--- src/rtl/ecpph_pkg.sv ---
// constants and types of the extended capabilities parallel port
// Contract
// - one shared 16-byte FIFO serves both transfer directions
// - buffered bytes go out with a hardware compatibility strobe handshake
// - reverse run-length byte is consumed, next byte delivered repeatedly
// - no negotiation; DMA burst channel forward and reverse
// - forward: byte on data lines, strobe asserted, interlocked with busy
// - host ack requests reverse bytes; forward it tags command or data
// - init line low selects reverse, high selects forward
// - peripheral acks reverse on perror; host drives data only if permitted
// - select-in stays deasserted throughout ECP mode
// - fault asserted gives error interrupt, forward only
// - three low offsets and +402h always decoded; +400h and +401h depend on mode
// - +400h: compat FIFO, ECP FIFO, test FIFO, or configuration A
// - address is base plus offset; extended set via upper address bit
// - registers answer only when AEN marks a non-DMA I/O cycle
// - mode field codes: 000 to 111 as listed modes
// - mode field is read/write bits 7 to 5 of extended control
// - no hardware compression; compression bit reads low
package ecpph_pkg;
  // ----------------------------------------------------------------
  // register offsets from the port base
  // ----------------------------------------------------------------
  localparam logic [15:0] OFF_DATA = 16'h0000;
  localparam logic [15:0] OFF_DSR = 16'h0001;
  localparam logic [15:0] OFF_DCR = 16'h0002;
  localparam logic [15:0] OFF_FIFO = 16'h0400;
  localparam logic [15:0] OFF_CONFIGURATION_B = 16'h0401;
  localparam logic [15:0] OFF_ECR = 16'h0402;
  // ----------------------------------------------------------------
  // field positions and reset values
  // ----------------------------------------------------------------
  localparam int DCR_STROBE = 0;
  localparam int DCR_AUTOFD = 1;
  localparam int DCR_INIT = 2;
  localparam int DCR_SELIN = 3;
  localparam int DCR_DIR = 5;
  localparam int ECTL_NERR = 2;
  localparam int ECTL_DMAEN = 1;
  localparam int ECTL_SVC = 0;
  localparam logic [7:0] DATA_RST = 8'h00;
  localparam logic [5:0] DCR_RST = 6'h00;
  localparam logic [5:0] ECTL_RST = 6'h05;
  localparam logic [7:0] CONFIGURATION_A_VAL = 8'h10;
  localparam int FIFO_DEPTH = 16;
  // ----------------------------------------------------------------
  // timing
  // ----------------------------------------------------------------
  localparam int CLK_NS = 10;
  localparam int STB_NS = 500;
  localparam int STB_CYC = (STB_NS + CLK_NS - 1) / CLK_NS;
  // ----------------------------------------------------------------
  // modes and state machines
  // ----------------------------------------------------------------
  typedef enum logic [2:0] {
    MODE_SPP = 3'h0, MODE_BIDIR = 3'h1, MODE_COMPAT_FIFO_PORT = 3'h2,
    MODE_ECP = 3'h3, MODE_EPP = 3'h4, MODE_RSVD = 3'h5,
    MODE_TEST = 3'h6, MODE_CNFG = 3'h7
  } ecpph_mode_t;
  typedef enum logic [3:0] {
    FW_IDLE = 4'h1, FW_SETUP = 4'h2, FW_STB = 4'h4, FW_HOLD = 4'h8
  } ecpph_fwd_t;
  typedef enum logic [3:0] {
    RV_IDLE = 4'h1, RV_REQ = 4'h2, RV_ACK = 4'h4, RV_RPT = 4'h8
  } ecpph_rev_t;
endpackage

--- src/rtl/ecpph_port.sv ---
// extended capabilities parallel port, host adapter side
module ecpph_port #(
  parameter logic [15:0] BASE_ADDR = 16'h0378,
  parameter int DEPTH = ecpph_pkg::FIFO_DEPTH,
  parameter int WR_THRESH = 8,
  parameter int RD_THRESH = 8
) (
  input wire logic clk_sys,
  input wire logic resetn,
  input wire logic [15:0] isaAddr,
  input wire logic aen,
  input wire logic iorN,
  input wire logic iowN,
  input wire logic [7:0] isaDin,
  output logic [7:0] isaDout,
  output logic isaDoutEn,
  input wire logic dmaAckN,
  input wire logic dmaTc,
  output logic dmaReq,
  input wire logic [7:0] pdIn,
  output logic [7:0] pdOut,
  output logic pdOe,
  output logic strobeN,
  output logic autoFdN,
  output logic initN,
  output logic selectInN,
  input wire logic ackN,
  input wire logic busy,
  input wire logic pError,
  input wire logic select,
  input wire logic faultN,
  output logic errIntr
);
  import ecpph_pkg::*;
  localparam int AW = $clog2(DEPTH);
  localparam logic [AW:0] DEPTH_C = (AW+1)'(DEPTH);
  localparam logic [AW:0] WR_TH_C = (AW+1)'(WR_THRESH);
  localparam logic [AW:0] RD_TH_C = (AW+1)'(RD_THRESH);
  localparam logic [6:0] STB_C = 7'(STB_CYC);

  function automatic logic hitOff(input logic [15:0] a, input logic [15:0] o,
                                  input logic en);
    hitOff = en && (a == BASE_ADDR + o);
  endfunction

  logic [7:0] dataReg_r, isaDout_r, pdOut_r, lastRd_r, rptByte_r, pdPin_r;
  logic [5:0] dcr_r, ectl_r;
  logic [8:0] fifoMem [DEPTH];
  logic [AW-1:0] wrPtr_r, rdPtr_r;
  logic [AW:0] cnt_r;
  logic iorPrev_r, iowPrev_r, faultPrev_r, tag_r;
  logic isaDoutEn_r, dmaReq_r, pdOe_r, strobeN_r, autoFdN_r;
  logic initN_r, selectInN_r, errIntr_r, rlePend_r;
  logic [6:0] stbCnt_r, rleCnt_r, rptLeft_r;
  ecpph_fwd_t fwSt_r;
  ecpph_rev_t rvSt_r;

  // ----------------------------------------------------------------
  // register decode
  // ----------------------------------------------------------------
  wire ecpph_mode_t mode = ecpph_mode_t'(ectl_r[5:3]);
  wire fifoMode = (mode == MODE_COMPAT_FIFO_PORT) || (mode == MODE_ECP) ||
                  (mode == MODE_TEST);
  wire dir = dcr_r[DCR_DIR] && (mode != MODE_SPP) && (mode != MODE_COMPAT_FIFO_PORT);
  wire ioCyc = !aen;
  wire dmaCyc = !dmaAckN && fifoMode;
  wire iowStart = iowPrev_r && !iowN;
  wire iorStart = iorPrev_r && !iorN;
  // upper address bit selects the extended set
  wire hData = hitOff(isaAddr, OFF_DATA, ioCyc);
  wire hDsr = hitOff(isaAddr, OFF_DSR, ioCyc);
  wire hDcr = hitOff(isaAddr, OFF_DCR, ioCyc);
  wire hFifo = hitOff(isaAddr, OFF_FIFO, ioCyc);
  wire hCnfgB = hitOff(isaAddr, OFF_CONFIGURATION_B, ioCyc);
  wire hEcr = hitOff(isaAddr, OFF_ECR, ioCyc);
  wire anyHit = hData || hDsr || hDcr || hFifo || hCnfgB || hEcr;
  wire full = (cnt_r == DEPTH_C);
  wire empty = (cnt_r == '0);
  wire [8:0] head = fifoMem[rdPtr_r];
  wire [AW:0] freeCnt = DEPTH_C - cnt_r;

  wire aFifoWr = iowStart && hData && (mode == MODE_ECP);
  wire dFifoWr = iowStart && ((hFifo && fifoMode) || dmaCyc);
  wire hostRd = iorStart && ((hFifo && (mode == MODE_ECP ||
                mode == MODE_TEST)) || dmaCyc);
  wire dataWr = iowStart && hData &&
                (mode == MODE_SPP || mode == MODE_BIDIR);
  wire ecrWr = iowStart && hEcr;
  wire flush = ecrWr && (isaDin[7:6] == 2'b00);

  // ----------------------------------------------------------------
  // shared FIFO
  // ----------------------------------------------------------------
  wire fwdMode = (mode == MODE_COMPAT_FIFO_PORT) || (mode == MODE_ECP && !dir);
  wire revMode = (mode == MODE_ECP) && dir && !pError;
  wire fwdPop = (fwSt_r == FW_IDLE) && fwdMode && !empty && !busy;
  wire rvCapture = (rvSt_r == RV_REQ) && !ackN;
  wire rvData = rvCapture && busy;
  wire rptPush = (rvSt_r == RV_RPT) && !full && (rptLeft_r != '0);
  wire revPush = (rvData && !full) || rptPush;
  wire hostPush = (aFifoWr || dFifoWr) && !full && !revPush;
  wire doPush = revPush || hostPush;
  wire [8:0] pushWord = revPush ? {1'b0, (rptPush ? rptByte_r : pdIn)}
                                : {aFifoWr, isaDin};
  wire hostPop = hostRd && !empty && !fwdPop;
  wire doPop = fwdPop || hostPop;

  always_ff @(posedge clk_sys) begin
    if (doPush) begin
      fifoMem[wrPtr_r] <= pushWord;
    end
  end

  always_ff @(posedge clk_sys or negedge resetn) begin
    if (!resetn) begin
      wrPtr_r <= '0;
      rdPtr_r <= '0;
      cnt_r <= '0;
    end else if (flush) begin
      wrPtr_r <= '0;
      rdPtr_r <= '0;
      cnt_r <= '0;
    end else begin
      wrPtr_r <= doPush ? AW'(wrPtr_r + 1'b1) : wrPtr_r;
      rdPtr_r <= doPop ? AW'(rdPtr_r + 1'b1) : rdPtr_r;
      cnt_r <= (AW+1)'(cnt_r + (doPush ? 1'b1 : 1'b0)
               - (doPop ? 1'b1 : 1'b0));
    end
  end

  // ----------------------------------------------------------------
  // control registers
  // ----------------------------------------------------------------
  wire svcCond = ectl_r[ECTL_DMAEN] ? (dmaCyc && dmaTc &&
                 (iorStart || iowStart))
               : (dir ? (cnt_r >= RD_TH_C) : (freeCnt >= WR_TH_C));
  wire svcSet = fifoMode && !ectl_r[ECTL_SVC] && svcCond;
  wire [5:0] ectlNxt = ecrWr ? isaDin[7:2] : ectl_r;
  wire faultEdge = faultPrev_r && !faultN;
  wire nErrClr = ecrWr && ectl_r[ECTL_NERR] && !isaDin[4] && !faultN;
  wire errNxt = (mode == MODE_ECP) && !dir && !ectl_r[ECTL_NERR] &&
                faultEdge || (mode == MODE_ECP) && !dir && nErrClr;

  always_ff @(posedge clk_sys or negedge resetn) begin
    if (!resetn) begin
      dataReg_r <= DATA_RST;
      dcr_r <= DCR_RST;
      ectl_r <= ECTL_RST;
      errIntr_r <= 1'b0;
    end else begin
      dataReg_r <= dataWr ? isaDin : dataReg_r;
      dcr_r <= (iowStart && hDcr) ? isaDin[5:0] : dcr_r;
      // a hardware set wins over a software write of zero; hardware sets the bit only while it is already clear
      ectl_r <= {ectlNxt[5:1], ectlNxt[0] | svcSet};
      errIntr_r <= errNxt;
    end
  end

  // ----------------------------------------------------------------
  // forward engine
  // ----------------------------------------------------------------
  always_ff @(posedge clk_sys or negedge resetn) begin
    if (!resetn) begin
      fwSt_r <= FW_IDLE;
      stbCnt_r <= '0;
      pdOut_r <= DATA_RST;
      tag_r <= 1'b0;
    end else begin
      case (fwSt_r)
        FW_IDLE: begin
          if (fwdPop) begin
            pdOut_r <= head[7:0];
            tag_r <= head[8];
            fwSt_r <= FW_SETUP;
          end
        end
        FW_SETUP: begin
          stbCnt_r <= STB_C;
          fwSt_r <= FW_STB;
        end
        FW_STB: begin
          stbCnt_r <= (stbCnt_r != '0) ? 7'(stbCnt_r - 1'b1) : stbCnt_r;
          if (stbCnt_r == '0 && (mode == MODE_COMPAT_FIFO_PORT || busy)) begin
            fwSt_r <= FW_HOLD;
          end
        end
        FW_HOLD: begin
          if (!busy) begin
            fwSt_r <= FW_IDLE;
          end
        end
        default: fwSt_r <= FW_IDLE;
      endcase
      if (flush) begin
        fwSt_r <= FW_IDLE;
      end
    end
  end

  // ----------------------------------------------------------------
  // reverse engine with run-length expansion
  // ----------------------------------------------------------------
  always_ff @(posedge clk_sys or negedge resetn) begin
    if (!resetn) begin
      rvSt_r <= RV_IDLE;
      rlePend_r <= 1'b0;
      rleCnt_r <= '0;
      rptLeft_r <= '0;
      rptByte_r <= 8'h00;
    end else begin
      case (rvSt_r)
        RV_IDLE: begin
          if (revMode && !full) begin
            rvSt_r <= RV_REQ;
          end
        end
        RV_REQ: begin
          if (rvCapture) begin
            rvSt_r <= RV_ACK;
            if (busy) begin
              rptByte_r <= pdIn;
              rptLeft_r <= rlePend_r ? rleCnt_r : '0;
              rlePend_r <= 1'b0;
            end else if (!pdIn[7]) begin
              rlePend_r <= 1'b1;
              rleCnt_r <= pdIn[6:0];
            end
          end else if (!revMode) begin
            // drop a stale request once the channel turns forward
            rvSt_r <= RV_IDLE;
          end
        end
        RV_ACK: begin
          if (ackN) begin
            rvSt_r <= (rptLeft_r != '0) ? RV_RPT : RV_IDLE;
          end
        end
        RV_RPT: begin
          if (rptPush) begin
            rptLeft_r <= 7'(rptLeft_r - 1'b1);
          end
          if (rptLeft_r == '0 || (rptLeft_r == 7'h01 && rptPush)) begin
            rvSt_r <= RV_IDLE;
          end
        end
        default: rvSt_r <= RV_IDLE;
      endcase
    end
  end

  // ----------------------------------------------------------------
  // host read path and pins
  // ----------------------------------------------------------------
  wire [7:0] fifoRd = empty ? lastRd_r : head[7:0];
  wire [7:0] rdMux =
    dmaCyc ? fifoRd :
    hData ? ((mode == MODE_SPP || mode == MODE_BIDIR) ? pdIn : 8'h00) :
    hDsr ? {!busy, ackN, pError, select, faultN, 3'b000} :
    hDcr ? {2'b00, dcr_r} :
    hFifo ? ((mode == MODE_CNFG) ? CONFIGURATION_A_VAL : fifoRd) :
    hCnfgB ? ((mode == MODE_CNFG) ? {1'b0, errIntr_r, 6'h00} : 8'h00) :
    hEcr ? {ectl_r, full, empty} : 8'h00;
  wire ecpFwd = (mode == MODE_ECP) && !dir;
  wire pdOeNxt = (mode == MODE_SPP || mode == MODE_COMPAT_FIFO_PORT) ? 1'b1 :
                 (mode == MODE_ECP) ? (ecpFwd && pError) : !dir;
  wire [7:0] pdNxt = (mode == MODE_ECP || mode == MODE_COMPAT_FIFO_PORT) ? pdOut_r :
                     (mode == MODE_TEST) ? head[7:0] : dataReg_r;
  wire stbNxt = (mode == MODE_ECP || mode == MODE_COMPAT_FIFO_PORT) ?
                (fwSt_r != FW_STB) : !dcr_r[DCR_STROBE];
  wire afdNxt = (mode != MODE_ECP) ? !dcr_r[DCR_AUTOFD] :
                dir ? (rvSt_r != RV_REQ) : !tag_r;
  wire dmaNxt = ectl_r[ECTL_DMAEN] && !ectl_r[ECTL_SVC] && fifoMode &&
                (dir ? !empty : !full);

  always_ff @(posedge clk_sys or negedge resetn) begin
    if (!resetn) begin
      iorPrev_r <= 1'b1;
      iowPrev_r <= 1'b1;
      faultPrev_r <= 1'b1;
      isaDout_r <= 8'h00;
      isaDoutEn_r <= 1'b0;
      lastRd_r <= 8'h00;
      dmaReq_r <= 1'b0;
      pdOe_r <= 1'b0;
      strobeN_r <= 1'b1;
      autoFdN_r <= 1'b1;
      initN_r <= 1'b1;
      selectInN_r <= 1'b1;
      pdPin_r <= DATA_RST;
    end else begin
      iorPrev_r <= iorN;
      iowPrev_r <= iowN;
      faultPrev_r <= faultN;
      isaDout_r <= iorStart ? rdMux : isaDout_r;
      isaDoutEn_r <= !iorN && (anyHit || dmaCyc);
      lastRd_r <= hostPop ? head[7:0] : lastRd_r;
      dmaReq_r <= dmaNxt;
      pdOe_r <= pdOeNxt;
      pdPin_r <= pdNxt;
      strobeN_r <= stbNxt;
      autoFdN_r <= afdNxt;
      initN_r <= (mode == MODE_ECP) ? !dir : dcr_r[DCR_INIT];
      selectInN_r <= (mode == MODE_ECP) ? 1'b1 : !dcr_r[DCR_SELIN];
    end
  end

  assign isaDout = isaDout_r;
  assign isaDoutEn = isaDoutEn_r;
  assign dmaReq = dmaReq_r;
  assign pdOut = pdPin_r;
  assign pdOe = pdOe_r;
  assign strobeN = strobeN_r;
  assign autoFdN = autoFdN_r;
  assign initN = initN_r;
  assign selectInN = selectInN_r;
  assign errIntr = errIntr_r;
endmodule

--- config.mk ---
export PLATFORM = sky130hd
export DESIGN_NAME = ecpph_port
export DESIGN_NICKNAME = d
export VERILOG_FILES = /design/src/rtl/ecpph_pkg.sv /design/src/rtl/ecpph_port.sv
export SDC_FILE = /design/constraint.sdc
export NUM_CORES = 1
export LEC_CHECK = 0
export BUFFER_PORTS_ARGS = -buffer_cell sky130_fd_sc_hd__buf_4
export CELL_PAD_IN_SITES_DETAIL_PLACEMENT = 0
export CELL_PAD_IN_SITES_GLOBAL_PLACEMENT = 1
export CORE_ASPECT_RATIO = 2
export CORE_MARGIN = 4
export CORE_UTILIZATION = 55
export DETAILED_ROUTE_END_ITERATION = 8
export PLACE_DENSITY_LB_ADDON = 0.1
export SLEW_MARGIN = 20
export SYNTH_ARGS = -nofsm -noshare
export SYNTH_HDL_FRONTEND = slang
export SYNTH_SLANG_ARGS = --single-unit
--- constraint.sdc ---
create_clock -name clk_sys -period 5.4 [get_ports clk_sys]
set_input_delay 1.62 -clock clk_sys [delete_from_list [all_inputs] [get_ports clk_sys]]
set_output_delay 1.62 -clock clk_sys [all_outputs]
set_load 0.03 [all_outputs]
Yosys cells after proc, flatten, opt, wreduce, memory -nomap -nowiden
Memory sizes are Yosys's and may differ from the RTL's.
Cells that the tools add are included.
{"block": "classes", "n_addsub": 7, "mul": 0, "div_mod_pow": 0, "order_cmp": 2, "eq_ne": 37, "shift": 0, "n_mux": 56, "bitwise_logic": 3, "reduce_logical": 117}
{"operator": "$mux W8", "n": 13}
{"operator": "$mux W4", "n": 14}
{"operator": "$logic_and A1 B1 Y1", "n": 55}
{"operator": "$eq A16 B10 Y1 const B", "n": 3}
{"operator": "$eq A16 B11 Y1 const B", "n": 3}
{"operator": "$mux W7", "n": 6}
{"operator": "$pmux W4 S4", "n": 2}
{"operator": "$pmux W7 S2", "n": 2}
{"operator": "$logic_or A1 B1 Y1", "n": 22}
{"operator": "$logic_not A1 Y1", "n": 20}
{"operator": "$mux W1", "n": 17}
{"operator": "$logic_not A7 Y1", "n": 2}
{"operator": "$reduce_bool A7 Y1", "n": 2}
{"operator": "$sub A7 B1 Y7 const B", "n": 2}
{"operator": "$ne A2 B2 Y1 const B", "n": 6}
{"operator": "$ne A3 B3 Y1 const B", "n": 4}
{"operator": "$reduce_and A4 Y1", "n": 3}
{"operator": "$ge A5 B4 Y1 const B", "n": 2}
{"operator": "$mux W9", "n": 1}
{"operator": "$reduce_and A3 Y1", "n": 3}
{"operator": "$add A4 B1 Y4 const B", "n": 2}
{"operator": "$eq A4 B1 Y1 const B", "n": 2}
{"operator": "$eq A4 B2 Y1 const B", "n": 2}
{"operator": "$eq A4 B3 Y1 const B", "n": 2}
{"operator": "22 further kinds", "n": 32}
{"block": "word_totals", "register_bits": 115, "latchBits": 0, "ram_bits": 144, "romBits": 0, "input_bits": 44, "output_inout_bits": 24, "wordCells": 253, "memories": 1}
{"memory": "fifoMem", "words": 16, "width": 9, "rd": 1, "rd_clocked_by_memory_dff": 0, "write_ports": 1, "line": "ecpph_port.sv:48", "source": "logic [8:0] fifoMem [DEPTH];"}

Logic depth before layout (Yosys ltp)
{"block": "logic_depth", "word_depth": 15, "depth_mapped": 20, "depth_no_buf": 19}

Worst setup path after synthesis
No wires, ideal clock.
{"block": "synth_path", "path_kind": "input to register", "from": "input port ackN", "to": "register cnt_r[4]", "setup_ns": 0.126, "arrival_time_ns": 4.189, "required_time_ns": 5.274, "slack_ns": 1.085, "cell_stages": 17, "path_buffers": 3, "cell_sequence": "buf_2 > nor3_2 > or3b_1 > buf_4 > a21oi_4 > a21oi_4 > buf_6 > ha_1 > inv_1 > ha_1 > inv_1 > fa_1 > nor2_1 > nor2_1 > nor2_1 > or3_1 > a21oi_1"}
{"block": "synth_between", "elab_chain_len": 12}
{"element": "start: declaration", "line": "ecpph_port.sv:27", "source": "input wire logic ackN,"}
{"element": "$logic_not A1 Y1 (*)", "line": "ecpph_port.sv:97", "source": "wire rvCapture = (rvSt_r == RV_REQ) && !ackN;"}
{"element": "$logic_and A1 B1 Y1 (*)", "line": "ecpph_port.sv:97"}
{"element": "$logic_and A1 B1 Y1 (*)", "line": "ecpph_port.sv:98", "source": "wire rvData = rvCapture && busy;"}
{"element": "$logic_and A1 B1 Y1 (*)", "line": "ecpph_port.sv:100", "source": "wire revPush = (rvData && !full) || rptPush;"}
{"element": "$logic_or A1 B1 Y1 (*)", "line": "ecpph_port.sv:100"}
{"element": "$logic_not A1 Y1", "line": "ecpph_port.sv:101", "source": "wire hostPush = (aFifoWr || dFifoWr) && !full && !revPush;"}
{"element": "$logic_and A1 B1 Y1", "line": "ecpph_port.sv:101"}
{"element": "$logic_or A1 B1 Y1 (*)", "line": "ecpph_port.sv:102", "source": "wire doPush = revPush || hostPush;"}
{"element": "$mux W1 (*)", "line": "ecpph_port.sv:126", "source": "cnt_r <= (AW+1)'(cnt_r + (doPush ? 1'b1 : 1'b0)"}
{"element": "$add A5 B1 Y5 (*)", "line": "ecpph_port.sv:126"}
{"element": "$sub A5 B1 Y5 (*)", "line": "ecpph_port.sv:127", "source": "- (doPop ? 1'b1 : 1'b0));"}
{"element": "$mux W5 (*)", "line": "ecpph_port.sv:119", "source": "end else if (flush) begin"}
{"element": "end signal: assignment", "line": "ecpph_port.sv:126"}
{"element": "end: declaration", "line": "ecpph_port.sv:50", "source": "logic [AW:0] cnt_r;"}
Every way passes the cells marked *; elsewhere a longest branch is shown, timed or not.
A chain may end at the register's enable or synchronous reset.

Worst setup path in the final report
{"block": "layout_path", "from": "input port isaAddr[13]", "to": "register cnt_r[4]"}
{"block": "layout_between", "elab_chain_len": 13, "word_cells_on_any_way": 28, "classes_between": "2 x add/sub; 3 x eq/ne; 3 x mux; 20 x reduce/logical"}
{"element": "start: declaration", "line": "ecpph_port.sv:10", "source": "input wire logic [15:0] isaAddr,"}
{"element": "$eq A16 B11 Y1", "line": "ecpph_port.sv:43", "source": "hitOff = en && (a == BASE_ADDR + o);"}
{"element": "$logic_and A1 B1 Y1", "line": "ecpph_port.sv:43"}
{"element": "$logic_and A1 B1 Y1", "line": "ecpph_port.sv:83", "source": "wire dFifoWr = iowStart && ((hFifo && fifoMode) || dmaCyc);"}
{"element": "$logic_or A1 B1 Y1", "line": "ecpph_port.sv:83"}
{"element": "$logic_and A1 B1 Y1", "line": "ecpph_port.sv:83"}
{"element": "$logic_or A1 B1 Y1", "line": "ecpph_port.sv:101"}
{"element": "$logic_and A1 B1 Y1 (2 in a row)", "line": "ecpph_port.sv:101"}
{"element": "$logic_or A1 B1 Y1", "line": "ecpph_port.sv:102"}
{"element": "$mux W1", "line": "ecpph_port.sv:126"}
{"element": "$add A5 B1 Y5", "line": "ecpph_port.sv:126"}
{"element": "$sub A5 B1 Y5", "line": "ecpph_port.sv:127"}
{"element": "$mux W5 (*)", "line": "ecpph_port.sv:119"}
Marked as above.

==> impl_metrics.ini <==
[cells_and_area]
syn_to_final_growth_pct = 13.3
final_util = 0.633
diodes = 0
n_fill_cell = 1570
drive_above_1_share = 0.272
stdcell_area_sq_mm = 0.0132
fin_cells = 1200
nets = 981

[pwr]
powerDensity_mw_per_mm2 = 294
power_frac_comb = 0.049
p_sw_frac = 0.226
p_clk_frac = 0.407
vdd_drop_max_v = 0.000359
pwr-share-seq = 0.545
power_switching_mw = 0.878
internal-power_mw = 3.01
p_leak_nw = 5.06

[synth]
ys_ff_latch = 259
yosysSeqAreaShare = 0.618
syn_area_sq_mm = 0.0117
ys_types = 74
synth_ff_type = edfxtp_1
synth_edf_count = 144
syn_inst = 844
syn_avg_cell_area_sq_um = 13.8
syn-num-nets = 910
async_reset_ff_frac = 0.444
yosysWarningCount = 0

[sta]
min_period_ns = 4.12
slew_headroom = 0.234
clock_skew_ns = 0.0143
setup_viol = 0
setup_ws_ns = 1.28
hold_viol_final = 0
slew_violations = 0
worst_slew_pin_slew_ns = 1.15
finalCritPeriodShare = 0.764
rsz0062_at_grt = false
finalSetupTns_ns = 0
fmax_mhz = 242

[die]
die-area_sq_mm = 0.0238
fp-row-count = 75
die_x_um = 111
start_util = 0.558
coreArea_sq_mm = 0.0209
ioPinCount = 68
die_h_um = 214

[critical_path]
regToRegEndpoint = cnt_r[4]
setup.worst_path.end_class = flip-flop
worstPathArrival_ns = 4.50
slowest_stage = fa_1
crit_buf_inv = 4
cp_slowest_stage_delay_ns = 0.41
crit_chain = buf_4, nor4_2, nand4_2, o31ai_1, a21boi_1, inv_1, ha_1, inv_1, ha_1, inv_1, fa_1, nor2_1, nor2_1, nor2_1, or3_1, a21oi_1
critPathKind = in -> reg
rrSetupSlack_ns = 1.46
r2r-start = cnt_r[3]
cp_max_fo = 10
r2r_cells = 20
cp-start-kind = input pin
cp_top_family = simple AND/OR/NAND/NOR gates
cp.required_ns = 5.78

[place]
gp_congestion = 0.941
dp_hpwl_mm = 21.4
io_buffers = 67
dp.cells = 1158
dpl_cell_area_sq_mm = 0.0125
post-place-ws_ns = 0.737

[routing]
via_per_inst = 6.03
ant_nets = 0
wirelength_mm = 28.5
via_count = 7231
dr.pass1.iters = 5
drc = 0
drtIter0Drc = 514
drt-wirelength-per-cell_um = 23.7

[clocking]
cts_setup_buffers = 0
h-tree-depth = 1
cts_tree = yes
cts_hold_buf = 0
cts_inserted_buffers = 24
root_buffer = clkbuf_16
cts_resized = 0
path_clk_slew_ns = 0.07
cts.path.max_buffers = 3
cts_sinks = 259
insertion_delay_ns = 0.53

[flow_run]
maxCapViolCount = 0

[global_routing]
grt_pass1_wl_mm = 44.7
track_usage = 0.242
grt_overflow = 0
antenna_found_initial = 0
grt_pass1_vias = 7716
grt_max_degree = 74

[hold_path]
hp-class = reg -> reg
min_to = selectInN
hold_start = dcr_r[3]
hold_depth = 1

[status]
status = complete, no violations
cell families (layout without fill, tap and decap cells):
logic type                 Yosys count  in the layout  synth area share
and+or+nand+nor                    197            197            0.0927
AOI/OAI and AO/OA                  166            166            0.0951
adders and majority gates           22             22            0.0242
buffers and inverters               81            168            0.0302
muxes                              109            109             0.133
DFF                                259            259             0.618
xor gates and xnor gates            10             10           0.00750
metrics by stage:
step	hold slack, ns	total power [mW]
floorplan	0.384	2.25
global route	0.457	4.04
CTS	0.438	3.93
global placement	0.413	2.34
detailed placement	0.427	2.35
finish	0.432	3.89
worst register-to-register path, stage by stage (launching register included):
cell and delay, ns:
dfrtp_1 0.38, inv_1 0.14, ha_1 0.17, and2_1 0.15, ha_1 0.14, buf_4 0.24
a211oi_1 0.08, nand4_1 0.13, or2_2 0.31, a21boi_1 0.52, inv_1 0.10, ha_1 0.30
inv_1 0.06, ha_1 0.16, inv_1 0.06, fa_1 0.41, nor2_1 0.12, nor2_1 0.05
nor2_1 0.09, or3_1 0.11, a21oi_1 0.06
placed cells by master, fill, tap and decap left out, types with 6 or more instances in the layout:
master     instances
mux2_2            56
nor2_1            57
buf_4             87
a222oi_1           9
nor4_2             6
xnor2_1            6
nand2_1           31
edfxtp_1         144
inv_1             39
nand3_1           13
a221oi_1           8
and2_1            12
dfstp_2           11
nor2b_1           10
or3_1             13
ha_1              21
o22ai_1           10
dfrtp_1          103
a21oi_1           37
mux4_2            31
o21ai_0           39
clkbuf_16         24
a22oi_1            7
nor3_1            13
mux2i_1           22
a31oi_1            8
layout make-up:
| cell class | instances | area (sq um) | share of cell area |
|---|---|---|---|
| Timing Repair Buffer | 87 | 653 | 0.0493 |
| Sequential cell | 259 | 7220 | 0.545 |
| Clock buffer | 26 | 608 | 0.0459 |
| Clock inverter | 16 | 124 | 0.00936 |
| Tap cell | 269 | 337 | 0.0254 |
| Multi-Input combinational cell | 504 | 4150 | 0.314 |
| Inverter | 39 | 146 | 0.0111 |
routing by layer:
layer	part of all wire	track usage	wire (um)
met1	0.35	0.257	9860
met2	0.57	0.469	16300
met3	0.037	0.0336	1050
met4	0.043	0.104	1230
met5	0	0	0
Yosys cell counts, drive strengths merged, types with 6 or more instances:
cell type / number / share of area
a221oi: 8 / 0.0060
nand3b: 6 / 0.0049
o21ai: 42 / 0.018
xnor2: 6 / 0.0045
nand2: 31 / 0.010
edfxtp: 144 / 0.37
ha: 21 / 0.022
a22oi: 7 / 0.0045
o22ai: 10 / 0.0054
dfstp: 11 / 0.025
a31oi: 8 / 0.0043
nor4: 10 / 0.0064
mux2i: 22 / 0.019
or3: 13 / 0.0070
mux4: 31 / 0.060
nor3: 15 / 0.0078
nand3: 13 / 0.0056
a21oi: 43 / 0.020
nor2: 60 / 0.020
a222oi: 9 / 0.0077
and2: 12 / 0.0064
clkbuf: 19 / 0.0061
nor2b: 10 / 0.0054
dfrtp: 104 / 0.22
mux2: 56 / 0.054
buf: 23 / 0.012
inv: 39 / 0.013
power by group through the flow:
| stage | Sequential (mW) | Clock, mW | Combinational (mW) |
|---|---|---|---|
| final | 2.12 | 1.58 | 0.189 |
| after global routing | 2.12 | 1.71 | 0.211 |
| after CTS | 2.12 | 1.62 | 0.190 |
| after detailed placement | 2.16 | 0 | 0.190 |
| after global placement | 2.16 | 0 | 0.185 |
| after floorplan | 2.16 | 0 | 0.0939 |
state kept, by name, summed over array words and instances, names as in the netlist, 4 cells and up:
| register | cells |
|---|---|
| lastRd_r | 8 |
| stbCnt_r | 7 |
| rvSt_r | 4 |
| pdOut_r | 8 |
| rdPtr_r | 4 |
| wrPtr_r | 4 |
| ectl_r | 6 |
| fifoMem | 144 |
| fwSt_r | 4 |
| pdOut | 8 |
| cnt_r | 5 |
| dcr_r | 6 |
| rptLeft_r | 7 |
| isaDout | 8 |
| rptByte_r | 8 |
| rleCnt_r | 7 |
| dataReg_r | 8 |
how the worst max path moves through the flow:
stage	start	endpoint	slack (ns)	cells past startpoint
3_5_place_dp	isaAddr[13]	cnt_r[4]	0.74	15
5_1_grt	isaAddr[13]	cnt_r[4]	0.94	16
2_1_floorplan	ackN	cnt_r[4]	1.09	17
6_report	isaAddr[13]	cnt_r[4]	1.28	16
4_1_cts	isaAddr[13]	cnt_r[4]	1.28	16
3_3_place_gp	isaAddr[13]	cnt_r[4]	0.75	15
Note: power is estimated with default switching activity, not from simulation.
